### src/design/isp_regs.vh
// Register map, field positions and reset values of the interrupt source block
// Operation
// Each external line catches rising edge when polarity bit is one, falling otherwise.
// A valid external edge sets its flag regardless of the enable bit.
// No external request reaches the core while its enable bit is clear.
// Software clears external flags before re-enabling; hardware never clears them itself.
// Enabled external lines wake the core from sleep if enabled before sleep.
// Lines one to three use priority bits; line zero is always high priority.
// Eight-bit timer mode: wrap from all ones to zero sets overflow flag.
// Sixteen-bit timer mode: wrap of high and low pair sets overflow flag.
// Timer overflow request is forwarded only while its enable bit is set.
// Timer overflow priority follows its own priority bit.
// Any level change on port-B upper four pins sets the port change flag.
// Port change request is forwarded only while its enable bit is set.
// Port change priority follows its own priority bit.
// Interrupt entry pushes the return program counter onto the return stack.
// Interrupt entry copies working, status and bank select registers to shadow.
// A priority bit of one means high priority, zero means low.
// Second priority register: bits 6,3,2,1,0 hold priorities; bits 7,5,4 read zero.
// Third priority register holds eight CAN source priorities, bit 7 down to 0.
// External pins are synchronised before edge detection so each edge flags once.
`ifndef ISP_REGS_VH
`define ISP_REGS_VH

`define ISP_ADDR_W        8
`define ISP_OFF_CTRL_MAIN 8'h00
`define ISP_OFF_CTRL_SEC  8'h04
`define ISP_OFF_CTRL_THD  8'h08
`define ISP_OFF_PRIO_TWO  8'h0c
`define ISP_OFF_PRIO_THR  8'h10
`define ISP_OFF_TIMER     8'h14
`define ISP_OFF_STATUS    8'h18
`define ISP_OFF_MASK      8'h1c
`define ISP_OFF_SHADOW    8'h20
`define ISP_OFF_STACK     8'h24
`define ISP_OFF_CORE      8'h28

// Main control: enables, timer mode and sleep
`define ISP_MAIN_EXT0_EN  0
`define ISP_MAIN_TMR_EN   1
`define ISP_MAIN_PORT_EN  2
`define ISP_MAIN_TMR_16   3
`define ISP_MAIN_SLEEP    4
// Second control: polarity and priorities
`define ISP_SEC_POL_LSB   0
`define ISP_SEC_P2        4
`define ISP_SEC_TMR_P     5
`define ISP_SEC_PORT_P    6
// Third control: line 1..3 enables and priorities 1,3
`define ISP_THD_EN_LSB    0
`define ISP_THD_P1        4
`define ISP_THD_P3        5

`define ISP_PRIO_TWO_MASK 8'h4f
`define ISP_RST_BYTE      8'h00
`define ISP_RST_POL       4'hf

// Flag bit positions in the status register
`define ISP_FLAG_EXT_LSB  0
`define ISP_FLAG_TMR      4
`define ISP_FLAG_PORT     5
`define ISP_NFLAG         6

`define ISP_RESP_OKAY     2'b00
`define ISP_RESP_SLVERR   2'b10

`endif

### src/design/isp_edge_det.v
// Synchroniser and edge detector for one pin
`timescale 1ns/1ns
module isp_edge_det (
  input  wire clk_in,
  input  wire arst_n_in,
  input  wire pin_in,
  input  wire rise_sel_in,
  input  wire any_sel_in,
  output wire hit_out
);
  reg sync1_q;
  reg sync2_q;
  reg last_q;

  // Two-stage synchroniser then history
  always @(posedge clk_in or negedge arst_n_in) begin
    if (!arst_n_in) begin
      sync1_q <= 1'b0;
      sync2_q <= 1'b0;
      last_q  <= 1'b0;
    end else begin
      sync1_q <= pin_in;
      sync2_q <= sync1_q;
      last_q  <= sync2_q;
    end
  end

  assign hit_out = any_sel_in ? (sync2_q ^ last_q) :
                   (rise_sel_in ? (sync2_q & ~last_q) : (~sync2_q & last_q));
endmodule

### src/design/isp_timer.v
// Timer zero counter with 8 and 16 bit overflow
`timescale 1ns/1ns
module isp_timer #(
  parameter W = 16
) (
  input  wire         clk_in,
  input  wire         arst_n_in,
  input  wire         tick_in,
  input  wire         mode16_in,
  output wire [W-1:0] count_out,
  output wire         wrap_out
);
  reg [W-1:0] cnt_q;

  always @(posedge clk_in or negedge arst_n_in) begin
    if (!arst_n_in) begin
      cnt_q <= {W{1'b0}};
    end else if (tick_in) begin
      if (mode16_in) begin
        cnt_q <= cnt_q + {{(W-1){1'b0}}, 1'b1};
      end else begin
        cnt_q <= {cnt_q[W-1:8], cnt_q[7:0] + 8'h01};
      end
    end
  end

  assign count_out = cnt_q;
  assign wrap_out  = tick_in & (mode16_in ? (&cnt_q) : (&cnt_q[7:0]));
endmodule

### src/design/isp_irq_top.v
// Interrupt source, priority and context save logic with AXI4-Lite registers
`timescale 1ns/1ns
`include "isp_regs.vh"
module isp_irq_top #(
  parameter STACK_DEPTH = 31,
  parameter PC_W        = 21
) (
  input  wire            clk_in,
  input  wire            arst_n_in,
  input  wire [7:0]      s_axi_awaddr_in,
  input  wire            s_axi_awvalid_in,
  output reg             s_axi_awready_out,
  input  wire [31:0]     s_axi_wdata_in,
  input  wire [3:0]      s_axi_wstrb_in,
  input  wire            s_axi_wvalid_in,
  output reg             s_axi_wready_out,
  output reg  [1:0]      s_axi_bresp_out,
  output reg             s_axi_bvalid_out,
  input  wire            s_axi_bready_in,
  input  wire [7:0]      s_axi_araddr_in,
  input  wire            s_axi_arvalid_in,
  output reg             s_axi_arready_out,
  output reg  [31:0]     s_axi_rdata_out,
  output reg  [1:0]      s_axi_rresp_out,
  output reg             s_axi_rvalid_out,
  input  wire            s_axi_rready_in,
  input  wire [3:0]      ext_pin_in,
  input  wire [3:0]      port_b_hi_in,
  input  wire            timer_tick_in,
  input  wire            irq_ack_in,
  input  wire [PC_W-1:0] return_pc_in,
  input  wire [7:0]      working_register_in,
  input  wire [7:0]      core_status_in,
  input  wire [7:0]      bank_select_register_in,
  output reg             high_req_out,
  output reg             low_req_out,
  output reg             wake_out,
  output reg             irq_out
);
  // Control registers
  reg [7:0] ctrl_main_q;
  reg [7:0] ctrl_sec_q;
  reg [7:0] ctrl_thd_q;
  reg [7:0] prio_two_q;
  reg [7:0] prio_thr_q;
  reg [`ISP_NFLAG-1:0] flag_q;
  reg [`ISP_NFLAG-1:0] mask_q;
  reg [3:0] sleep_en_q;
  reg [23:0] shadow_q;
  reg [PC_W-1:0] stack_q [0:STACK_DEPTH-1];
  reg [4:0] sp_q;

  wire [3:0]  ext_hit;
  wire        port_hit;
  wire        tmr_wrap;
  wire [15:0] tmr_count;
  wire [3:0]  ext_en;
  wire [3:0]  ext_prio;

  assign ext_en   = {ctrl_thd_q[`ISP_THD_EN_LSB+2:`ISP_THD_EN_LSB],
                     ctrl_main_q[`ISP_MAIN_EXT0_EN]};
  assign ext_prio = {ctrl_thd_q[`ISP_THD_P3], ctrl_sec_q[`ISP_SEC_P2],
                     ctrl_thd_q[`ISP_THD_P1], 1'b1};

  genvar g;
  generate
    for (g = 0; g < 4; g = g + 1) begin : g_ext
      isp_edge_det u_ext (
        .clk_in      (clk_in),
        .arst_n_in   (arst_n_in),
        .pin_in      (ext_pin_in[g]),
        .rise_sel_in (ctrl_sec_q[`ISP_SEC_POL_LSB+g]),
        .any_sel_in  (1'b0),
        .hit_out     (ext_hit[g])
      );
    end
  endgenerate

  wire [3:0] port_bit_hit;
  generate
    for (g = 0; g < 4; g = g + 1) begin : g_port
      isp_edge_det u_port (
        .clk_in      (clk_in),
        .arst_n_in   (arst_n_in),
        .pin_in      (port_b_hi_in[g]),
        .rise_sel_in (1'b0),
        .any_sel_in  (1'b1),
        .hit_out     (port_bit_hit[g])
      );
    end
  endgenerate
  assign port_hit = |port_bit_hit;

  isp_timer #(.W(16)) u_tmr (
    .clk_in    (clk_in),
    .arst_n_in (arst_n_in),
    .tick_in   (timer_tick_in),
    .mode16_in (ctrl_main_q[`ISP_MAIN_TMR_16]),
    .count_out (tmr_count),
    .wrap_out  (tmr_wrap)
  );

  // AXI write path
  reg        aw_got_q;
  reg        w_got_q;
  reg [7:0]  aw_addr_q;
  reg [31:0] w_data_q;
  reg [3:0]  w_strb_q;
  wire       aw_fire = s_axi_awvalid_in & s_axi_awready_out;
  wire       w_fire  = s_axi_wvalid_in & s_axi_wready_out;
  wire [7:0] wr_addr = aw_fire ? s_axi_awaddr_in : aw_addr_q;
  wire [31:0] wr_data = w_fire ? s_axi_wdata_in : w_data_q;
  wire        wr_lane = w_fire ? s_axi_wstrb_in[0] : w_strb_q[0];
  wire        wr_go   = (aw_fire | aw_got_q) & (w_fire | w_got_q) & ~s_axi_bvalid_out;
  wire        wr_we   = wr_go & wr_lane;
  reg         wr_hit;

  always @* begin
    case (wr_addr)
      `ISP_OFF_CTRL_MAIN, `ISP_OFF_CTRL_SEC, `ISP_OFF_CTRL_THD, `ISP_OFF_PRIO_TWO,
      `ISP_OFF_PRIO_THR, `ISP_OFF_STATUS, `ISP_OFF_MASK: wr_hit = 1'b1;
      default: wr_hit = 1'b0;
    endcase
  end

  always @(posedge clk_in or negedge arst_n_in) begin
    if (!arst_n_in) begin
      aw_got_q          <= 1'b0;
      w_got_q           <= 1'b0;
      aw_addr_q         <= `ISP_RST_BYTE;
      w_data_q          <= 32'h00000000;
      w_strb_q          <= 4'h0;
      s_axi_awready_out <= 1'b0;
      s_axi_wready_out  <= 1'b0;
      s_axi_bvalid_out  <= 1'b0;
      s_axi_bresp_out   <= `ISP_RESP_OKAY;
    end else begin
      if (aw_fire) begin
        aw_got_q  <= 1'b1;
        aw_addr_q <= s_axi_awaddr_in;
      end
      if (w_fire) begin
        w_got_q  <= 1'b1;
        w_data_q <= s_axi_wdata_in;
        w_strb_q <= s_axi_wstrb_in;
      end
      s_axi_awready_out <= ~aw_got_q & ~aw_fire & ~s_axi_awready_out & ~s_axi_bvalid_out;
      s_axi_wready_out  <= ~w_got_q & ~w_fire & ~s_axi_wready_out & ~s_axi_bvalid_out;
      if (wr_go) begin
        aw_got_q         <= 1'b0;
        w_got_q          <= 1'b0;
        s_axi_bvalid_out <= 1'b1;
        s_axi_bresp_out  <= wr_hit ? `ISP_RESP_OKAY : `ISP_RESP_SLVERR;
      end else if (s_axi_bvalid_out & s_axi_bready_in) begin
        s_axi_bvalid_out <= 1'b0;
      end
    end
  end

  // Register writes, flag set has priority over clear
  always @(posedge clk_in or negedge arst_n_in) begin
    if (!arst_n_in) begin
      ctrl_main_q <= `ISP_RST_BYTE;
      ctrl_sec_q  <= {4'h0, `ISP_RST_POL};
      ctrl_thd_q  <= `ISP_RST_BYTE;
      prio_two_q  <= `ISP_RST_BYTE;
      prio_thr_q  <= `ISP_RST_BYTE;
      mask_q      <= {`ISP_NFLAG{1'b0}};
      flag_q      <= {`ISP_NFLAG{1'b0}};
    end else begin
      if (wr_we && wr_addr == `ISP_OFF_CTRL_MAIN) ctrl_main_q <= wr_data[7:0];
      if (wr_we && wr_addr == `ISP_OFF_CTRL_SEC)  ctrl_sec_q  <= wr_data[7:0];
      if (wr_we && wr_addr == `ISP_OFF_CTRL_THD)  ctrl_thd_q  <= wr_data[7:0];
      if (wr_we && wr_addr == `ISP_OFF_PRIO_TWO)
        prio_two_q <= wr_data[7:0] & `ISP_PRIO_TWO_MASK;
      if (wr_we && wr_addr == `ISP_OFF_PRIO_THR)  prio_thr_q  <= wr_data[7:0];
      if (wr_we && wr_addr == `ISP_OFF_MASK)      mask_q <= wr_data[`ISP_NFLAG-1:0];
      // Write one to clear; only software clears, new events win
      flag_q <= (flag_q & ~((wr_we && wr_addr == `ISP_OFF_STATUS) ?
                 wr_data[`ISP_NFLAG-1:0] : {`ISP_NFLAG{1'b0}}))
                | {port_hit, tmr_wrap, ext_hit};
    end
  end

  // Request forwarding with enables and priority
  wire [`ISP_NFLAG-1:0] src_en   = {ctrl_main_q[`ISP_MAIN_PORT_EN],
                                    ctrl_main_q[`ISP_MAIN_TMR_EN], ext_en};
  wire [`ISP_NFLAG-1:0] src_prio = {ctrl_sec_q[`ISP_SEC_PORT_P],
                                    ctrl_sec_q[`ISP_SEC_TMR_P], ext_prio};
  wire [`ISP_NFLAG-1:0] live     = flag_q & src_en;
  wire                  entry    = irq_ack_in & (high_req_out | low_req_out);

  always @(posedge clk_in or negedge arst_n_in) begin
    if (!arst_n_in) begin
      high_req_out <= 1'b0;
      low_req_out  <= 1'b0;
      wake_out     <= 1'b0;
      irq_out      <= 1'b0;
      sleep_en_q   <= 4'h0;
    end else begin
      high_req_out <= |(live & src_prio);
      low_req_out  <= |(live & ~src_prio);
      irq_out      <= |(flag_q & mask_q);
      // Enables latched while awake count for wake-up
      if (!ctrl_main_q[`ISP_MAIN_SLEEP]) sleep_en_q <= ext_en;
      wake_out <= ctrl_main_q[`ISP_MAIN_SLEEP] &
                  |(flag_q[3:0] & sleep_en_q & ext_en);
    end
  end

  // Context save on entry
  always @(posedge clk_in or negedge arst_n_in) begin
    if (!arst_n_in) begin
      shadow_q <= 24'h000000;
      sp_q     <= 5'h00;
    end else if (entry) begin
      shadow_q <= {bank_select_register_in, core_status_in, working_register_in};
      if (sp_q < STACK_DEPTH[4:0]) sp_q <= sp_q + 5'h01;
    end
  end

  always @(posedge clk_in) begin
    if (entry && sp_q < STACK_DEPTH[4:0]) stack_q[sp_q] <= return_pc_in;
  end

  // AXI read path
  reg [31:0] rd_word;
  reg        rd_hit;
  wire [PC_W-1:0] top_pc = (sp_q == 5'h00) ? {PC_W{1'b0}} : stack_q[sp_q - 5'h01];
  always @* begin
    rd_hit  = 1'b1;
    rd_word = 32'h00000000;
    case (s_axi_araddr_in)
      `ISP_OFF_CTRL_MAIN: rd_word[7:0] = ctrl_main_q;
      `ISP_OFF_CTRL_SEC:  rd_word[7:0] = ctrl_sec_q;
      `ISP_OFF_CTRL_THD:  rd_word[7:0] = ctrl_thd_q;
      `ISP_OFF_PRIO_TWO:  rd_word[7:0] = prio_two_q;
      `ISP_OFF_PRIO_THR:  rd_word[7:0] = prio_thr_q;
      `ISP_OFF_TIMER:     rd_word[15:0] = tmr_count;
      `ISP_OFF_STATUS:    rd_word[`ISP_NFLAG-1:0] = flag_q;
      `ISP_OFF_MASK:      rd_word[`ISP_NFLAG-1:0] = mask_q;
      `ISP_OFF_SHADOW:    rd_word[23:0] = shadow_q;
      `ISP_OFF_STACK:     rd_word = {{(32-PC_W){1'b0}}, top_pc};
      `ISP_OFF_CORE:      rd_word[4:0] = sp_q;
      default:            rd_hit = 1'b0;
    endcase
  end

  always @(posedge clk_in or negedge arst_n_in) begin
    if (!arst_n_in) begin
      s_axi_arready_out <= 1'b0;
      s_axi_rvalid_out  <= 1'b0;
      s_axi_rdata_out   <= 32'h00000000;
      s_axi_rresp_out   <= `ISP_RESP_OKAY;
    end else begin
      s_axi_arready_out <= ~s_axi_arready_out & ~s_axi_rvalid_out & s_axi_arvalid_in;
      if (s_axi_arvalid_in & s_axi_arready_out) begin
        s_axi_rvalid_out <= 1'b1;
        s_axi_rdata_out  <= rd_word;
        s_axi_rresp_out  <= rd_hit ? `ISP_RESP_OKAY : `ISP_RESP_SLVERR;
      end else if (s_axi_rvalid_out & s_axi_rready_in) begin
        s_axi_rvalid_out <= 1'b0;
      end
    end
  end
endmodule

### config.mk
export PLATFORM = sky130hd
export DESIGN_NAME = isp_irq_top
export DESIGN_NICKNAME = d
export VERILOG_FILES = /design/src/design/isp_edge_det.v /design/src/design/isp_timer.v /design/src/design/isp_irq_top.v
export VERILOG_INCLUDE_DIRS = /design/src /design/src/design
export SDC_FILE = /design/constraint.sdc
export NUM_CORES = 1
export LEC_CHECK = 0
export BUFFER_PORTS_ARGS = -buffer_cell sky130_fd_sc_hd__buf_2
export CAP_MARGIN = 20
export CORE_ASPECT_RATIO = 1.5
export CORE_MARGIN = 1.5
export CORE_UTILIZATION = 60
export CTS_CLUSTER_SIZE = 8
export DETAILED_ROUTE_END_ITERATION = 6
export HOLD_SLACK_MARGIN = 0.05
export PLACE_DENSITY = 0.75
export SLEW_MARGIN = 20
export SYNTH_ARGS = -nofsm -noshare
export SYNTH_HDL_FRONTEND = slang
export SYNTH_HIERARCHICAL = 1
export SYNTH_SLANG_ARGS = --single-unit
### constraint.sdc
create_clock -name clk_in -period 5.8 [get_ports clk_in]
set_input_delay 0.29 -clock clk_in [delete_from_list [all_inputs] [get_ports clk_in]]
set_output_delay 0.29 -clock clk_in [all_outputs]
set_load 0.02 [all_outputs]
==> metrics, run 1 <==
outcome=finished clean; Routed WL=82.8 mm; Sw Share=0.291; Hold WC Path Type=in -> reg; FF-to-FF setup slack=1330 ps; Logic pwr share=0.242; Startpoint Class=flop; core area=55400 sq um; first-pass GRT wire length=124 mm; gr usage total=0.296; H-Tree Depth=3; vias in the first global route=20100; Final Setup Violations=0; Total Power=17.0 mW; ys flop type=edfxtp_1; GR Overflow Total=0; Ys Warns=6; Initial DRT Pass Iterations=6; worst r2r src=sp_q[0]; via/cell ratio=6.48; initial core utilization=0.605; setup total negative slack=0 ps; Die W=196 microns; layout cells sized above 1=0.253; drt wl/cell=28.3 microns; period utilisation layout=0.771; critical path capture point type=flop; Clk pwr share=0.347; Worst Reg-to-Reg Cells=8; Post-route DRC=0; fill count=3369; Syn Area/Cell=17.6 sq um; clock root buffer=clkbuf_16; fin nets=2298; Mapped Cells=1908; commonest non-fill, non-tap cell in the layout=edfxtp_1; Synth area leaders=edfxtp_1 58%, dfrtp_1 13%, mux4_2 9.6%; Yosys cell types=87; Critical Path AT=4990 ps; sw power=4.95 mW; Tmin final=4470 ps; Flop pwr share=0.411; setup bufs post-CTS=0; leakage=13.9 nW; area of the multi-input gates=9150 sq um; CTS Sinks=827; ANT cells=0; worst slew pin tran=1160 ps; # IOs=159; hold depth=3; PostCTS Resize Cnt=0; Req. time, crit path=6310 ps; Max Fanout on Critical Path=50; WHS Endpoint=aw_got_q; antenna viol nets, final=0; Die ar.=57400 sq um; clk_lat worst skew=680 ps; Yosys top cell area share=0.583; r2r endpoint=s_axi_rdata_out[1]; largest net degree at the start of global routing=76; min-delay src=s_axi_awvalid_in; max-slew violation count=0; Final Wtd Congestion=0.997; CTS buffer count=113; asr flop ratio synth=0.213; TritonCTS clock tree=done; I/O Buffers=121; Yosys reg bits=827; internal power=12.0 mW; Row Count=106; DRT iter0 DRCs=1695; P&R area growth vs syn=15.6%; final hold violation count=0; hold buffer count at cts=55; initial antenna violation count=2; total of max-cap violations=0; Post-DP HPWL=48.4 mm; Vias=18900; Seq. cell area=24000 sq um; Die H=293 microns; peak supply drop=320 uV; Seq/Total Area, Yosys=0.714; Clock Path Buffers=3; max frequency=0.224 GHz; type of the worst setup path=reg -> reg; Power Density=438 nW/um^2; Max Clock Skew=47.0 ps; Slew HR=0.220; Post-Syn Area=33500 sq um; commonest non-fill, non-tap cells in the layout=651 x edfxtp_1, 191 x nand2_1, 171 x dfrtp_1, 143 x mux4_2, 120 x buf_2; RSZ-0062 raised after global routing=no; Worst-path clk slew=50 ps; number of flops mapped to enable cells by yosys=651; cell taking the most area after synthesis=edfxtp_1
-- stage by stage --
stage / instance area, sq um / setup WS (ps) / hold slack (ps) / std cells / utilization
after global routing: 38800 / 1080 / 85.9 / 2922 / 0.699
after CTS: 38800 / 1310 / 50.3 / 2922 / 0.699
after global placement: 35100 / 1390 / 335 / 2695 / 0.633
after detailed placement: 35100 / 1290 / 337 / 2695 / 0.633
final: 38800 / 1330 / 73.0 / 2922 / 0.699
after floorplan: 33600 / 1930 / -5.59 / 1928 / -
-- routing by layer --
layer  part of all wire  up-vias  routed length, microns  track usage
met5            0.00033        -                      27            0
met4              0.047        4                    3890        0.152
met3              0.072      212                    5950       0.0552
met2               0.52      978                   43200        0.515
met1               0.36     9750                   29700        0.351
li1                   -     7991                       -            -
-- power groups by stage --
stage,Combinational [mW],Clock [mW],Sequential [mW]
finish,4.11,5.89,6.98
global route,4.37,6.21,7.01
CTS,4.12,5.94,6.98
detailed placement,4.03,0,7.08
global placement,3.96,0,7.06
floorplan,3.03,0,6.95
-- cell families after synthesis --
logic type | synth area share
adders and majority gates | 0.00783
other | 0.000224
buffers and inverters | 0.0210
muxes | 0.149
and+or+nand+nor | 0.0569
xor gates and xnor gates | 0.00645
AOI/OAI and AO/OA | 0.0446
DFF | 0.714
-- sequential cells by signal, indices dropped and copies added (netlist names), 8 cells and up --
name,count
aw_addr_q,8
s_axi_rdata_out,24
ctrl_sec_q,8
ctrl_thd_q,8
u_tmr/count_out,16
stack_q,651
prio_thr_q,8
w_data_q,8
ctrl_main_q,8
shadow_q,24
-- worst max-delay path by stage --
stage / start / to / slack (ps) / cells past startpoint
5_1_grt: sp_q[0] / s_axi_rdata_out[1] / 1080 / 8
4_1_cts: sp_q[0] / s_axi_rdata_out[1] / 1310 / 8
6_report: sp_q[0] / s_axi_rdata_out[1] / 1330 / 8
3_5_place_dp: sp_q[0] / s_axi_rdata_out[1] / 1290 / 8
3_3_place_gp: sp_q[0] / s_axi_rdata_out[1] / 1390 / 8
2_1_floorplan: sp_q[0] / stack_q[4][0] / 1930 / 10
-- critical path, stage by stage, from the launching register on --
cell      delay [ps]
dfrtp_4          890
inv_2            440
ha_4             830
clkinv_1         820
mux4_2           740
nand2_1          100
nand3_1           90
nand4_1          220
a31oi_1          110
-- Yosys cell counts (9+ instances only) --
cell	n
a2111oi_0	11
a211oi_1	21
a21o_1	9
a21oi_1	46
a22o_1	19
a22oi_1	18
and3_1	9
buf_2	31
buf_4	18
clkbuf_1	39
dfrtp_1	172
edfxtp_1	651
ha_1	21
inv_1	26
mux2_2	64
mux2i_1	63
mux4_1	15
mux4_2	143
nand2_1	191
nand3_1	36
nand4_1	12
nor2_1	64
nor2b_1	13
nor3_1	24
o21ai_0	33
o221ai_1	10
xnor2_1	10
xor2_1	11
-- cell type report --
cell class | count | share of cell area
Tap cell | 702 | 0.0227
Clock inverter | 8 | 0.00310
Multi-Input combinational cell | 969 | 0.236
Timing Repair Buffer | 224 | 0.0396
Sequential cell | 827 | 0.618
Clock buffer | 164 | 0.0779
Inverter | 28 | 0.00271
Power figures use the tool's default switching activity.
==> run 2: changes to the inputs <==
- clock period: 5.8 -> 4.32 ns (I/O delays scaled with it)
==> metrics, run 2 (same netlist as run 1, synthesis figures left out) <==
# IOs=159 (unchanged); post-place setup slack=1190 ps (was 1290 ps); Worst-path clk slew=60 ps (was 50 ps); PostCTS Resize Cnt=0 (unchanged); CTS Sinks=827 (unchanged); Initial DRT Pass Iterations=7 (was 6); worst setup margin=1060 ps (was 1330 ps); Critical Path AT=3760 ps (was 4990 ps); WHS Endpoint=stack_q[9][2] (was aw_got_q); period utilisation layout=0.754 (was 0.771); first-pass GRT wire length=125 mm (was 124 mm); largest register by flop count=stack_q (unchanged); clock root buffer=clkbuf_16 (unchanged); Max Clock Skew=33.9 ps (was 47.0 ps); DRT iter0 DRCs=1714 (was 1695); Vias=19100 (was 18900); H-Tree Depth=3 (unchanged); P&R area growth vs syn=16.7% (was 15.6%); failing checks=design-rule violations; final hold violation count=0 (unchanged); Die ar.=57400 sq um (unchanged); Total Power=23.1 mW (was 17.0 mW); commonest non-fill, non-tap cell in the layout=edfxtp_1 (unchanged); worst slew pin tran=1100 ps (was 1160 ps); Worst Reg-to-Reg Cells=6 (was 8); Die H=293 microns (unchanged); Largest regs=stack_q x651, s_axi_rdata_out x24, shadow_q x24 (unchanged); via/cell ratio=6.46 (was 6.48); hold depth=1 (was 3); max reg flops=651 (unchanged); worst r2r src=sp_q[2] (was sp_q[0]); Final Setup Violations=0 (unchanged); Final Wtd Congestion=0.999 (was 0.997); FF-to-FF setup slack=1060 ps (was 1330 ps); CTS buffer count=113 (unchanged); Clock Path Buffers=3 (unchanged); outcome=finished, violations left (was finished clean); Max Fanout on Critical Path=17 (was 50); TritonCTS clock tree=done (unchanged); Hold WC Path Type=in -> reg (unchanged); I/O Buffers=121 (unchanged); fin nets=2331 (was 2298); gr usage total=0.298 (was 0.296); peak supply drop=451 uV (was 320 uV); type of the worst setup path=reg -> reg (unchanged); Slew HR=0.262 (was 0.220); Req. time, crit path=4820 ps (was 6310 ps); Startpoint Class=flop (unchanged); Die W=196 microns (unchanged); initial antenna violation count=0 (was 2); largest net degree at the start of global routing=111 (was 76); drt wl/cell=28.1 microns (was 28.3 microns); Routed WL=83.1 mm (was 82.8 mm); max frequency=0.307 GHz (was 0.224 GHz); ANT cells=0 (unchanged); min-delay src=return_pc_in[2] (was s_axi_awvalid_in); Row Count=106 (unchanged); vias in the first global route=20400 (was 20100); leakage=14.1 nW (was 13.9 nW); Core Util, Final=0.706 (was 0.699); commonest non-fill, non-tap cells in the layout=651 x edfxtp_1, 191 x nand2_1, 171 x dfrtp_1, 143 x mux4_2, 120 x buf_2 (unchanged); setup total negative slack=0 ps (unchanged); Power Density=591 nW/um^2 (was 438 nW/um^2); core area=55400 sq um (unchanged); Tmin final=3260 ps (was 4470 ps); Post-DP HPWL=49.5 mm (was 48.4 mm); initial core utilization=0.605 (unchanged); antenna viol nets, final=0 (unchanged); crit path from=sp_q[2] (was sp_q[0]); clk_lat worst skew=670 ps (was 680 ps); Post-route DRC=15 (was 0); total of max-cap violations=0 (unchanged); critical path capture point type=flop (unchanged); RSZ-0062 raised after global routing=no (unchanged); layout cells sized above 1=0.257 (was 0.253); max-slew violation count=0 (unchanged); r2r endpoint=s_axi_rdata_out[15] (was s_axi_rdata_out[1]); GR Overflow Total=0 (unchanged)
run 2: cell count changes in the layout (fill, tap and decap cells not counted), moves of 2 or more:
cell / before / now
nor2_4: 7 / 2
nor2_2: 19 / 24
dlygate4sd3_1: 55 / 71
clkbuf_1: 51 / 49
buf_4: 47 / 58
buf_12: 1 / 7
inv_6: 3 / 1
run 2: final cells by class:
type                            count  area, sq um
Sequential cell                   827        24000
Timing Repair Buffer              257         1900
Tap cell                          702          878
Multi-Input combinational cell    969         9120
Fill cell                        3348        16300
Clock inverter                      7          141
Inverter                           28          105
Clock buffer                      163         3040
run 2: worst max-delay path by stage:
stage	to	slack [ps]	cells past startpoint
6_report	s_axi_rdata_out[15]	1060	6
5_1_grt	s_axi_rdata_out[14]	990	6
4_1_cts	s_axi_rdata_out[15]	1090	6
3_5_place_dp	s_axi_rdata_out[14]	1190	6
3_3_place_gp	s_axi_rdata_out[13]	1290	6
2_1_floorplan	stack_q[4][0]	450	10
run 2: critical path: stages (launching register included):
cell      delay [ps]
dfrtp_1          680
nor3_4           470
xor2_4           480
buf_4            440
mux4_2           620
a21oi_2          240
o221ai_2         150
run 2: per-layer routing:
layer / track usage / wire length, microns
met1: 0.358 / 29500
met5: 0 / 0
met3: 0.0473 / 6120
met2: 0.519 / 43100
met4: 0.163 / 4420
run 2: stage by stage:
| step | instance area, sq um | instances | hold WS (ps) |
|---|---|---|---|
| finish | 39100 | 2953 | 70.2 |
| global route | 39100 | 2953 | 74.2 |
| CTS | 39100 | 2953 | 51.9 |
| detailed placement | 35300 | 2712 | 326 |
| global placement | 35300 | 2712 | 327 |
| floorplan | 33600 | 1928 | -79.6 |
run 2: where the power goes:
group / internal, mW / total (mW) / switching (mW)
clock network: 4.85 / 8.01 / 3.16
logic: 2.52 / 5.82 / 3.29
registers: 8.99 / 9.31 / 0.326
total: 16.4 / 23.1 / 6.78
run 2: repair_timing:
item	in CTS	in global routing
setup buffers	0	0
hold buffers	71	0
hold endpoints to repair	436	0
endpoints found under the setup margin	0	0
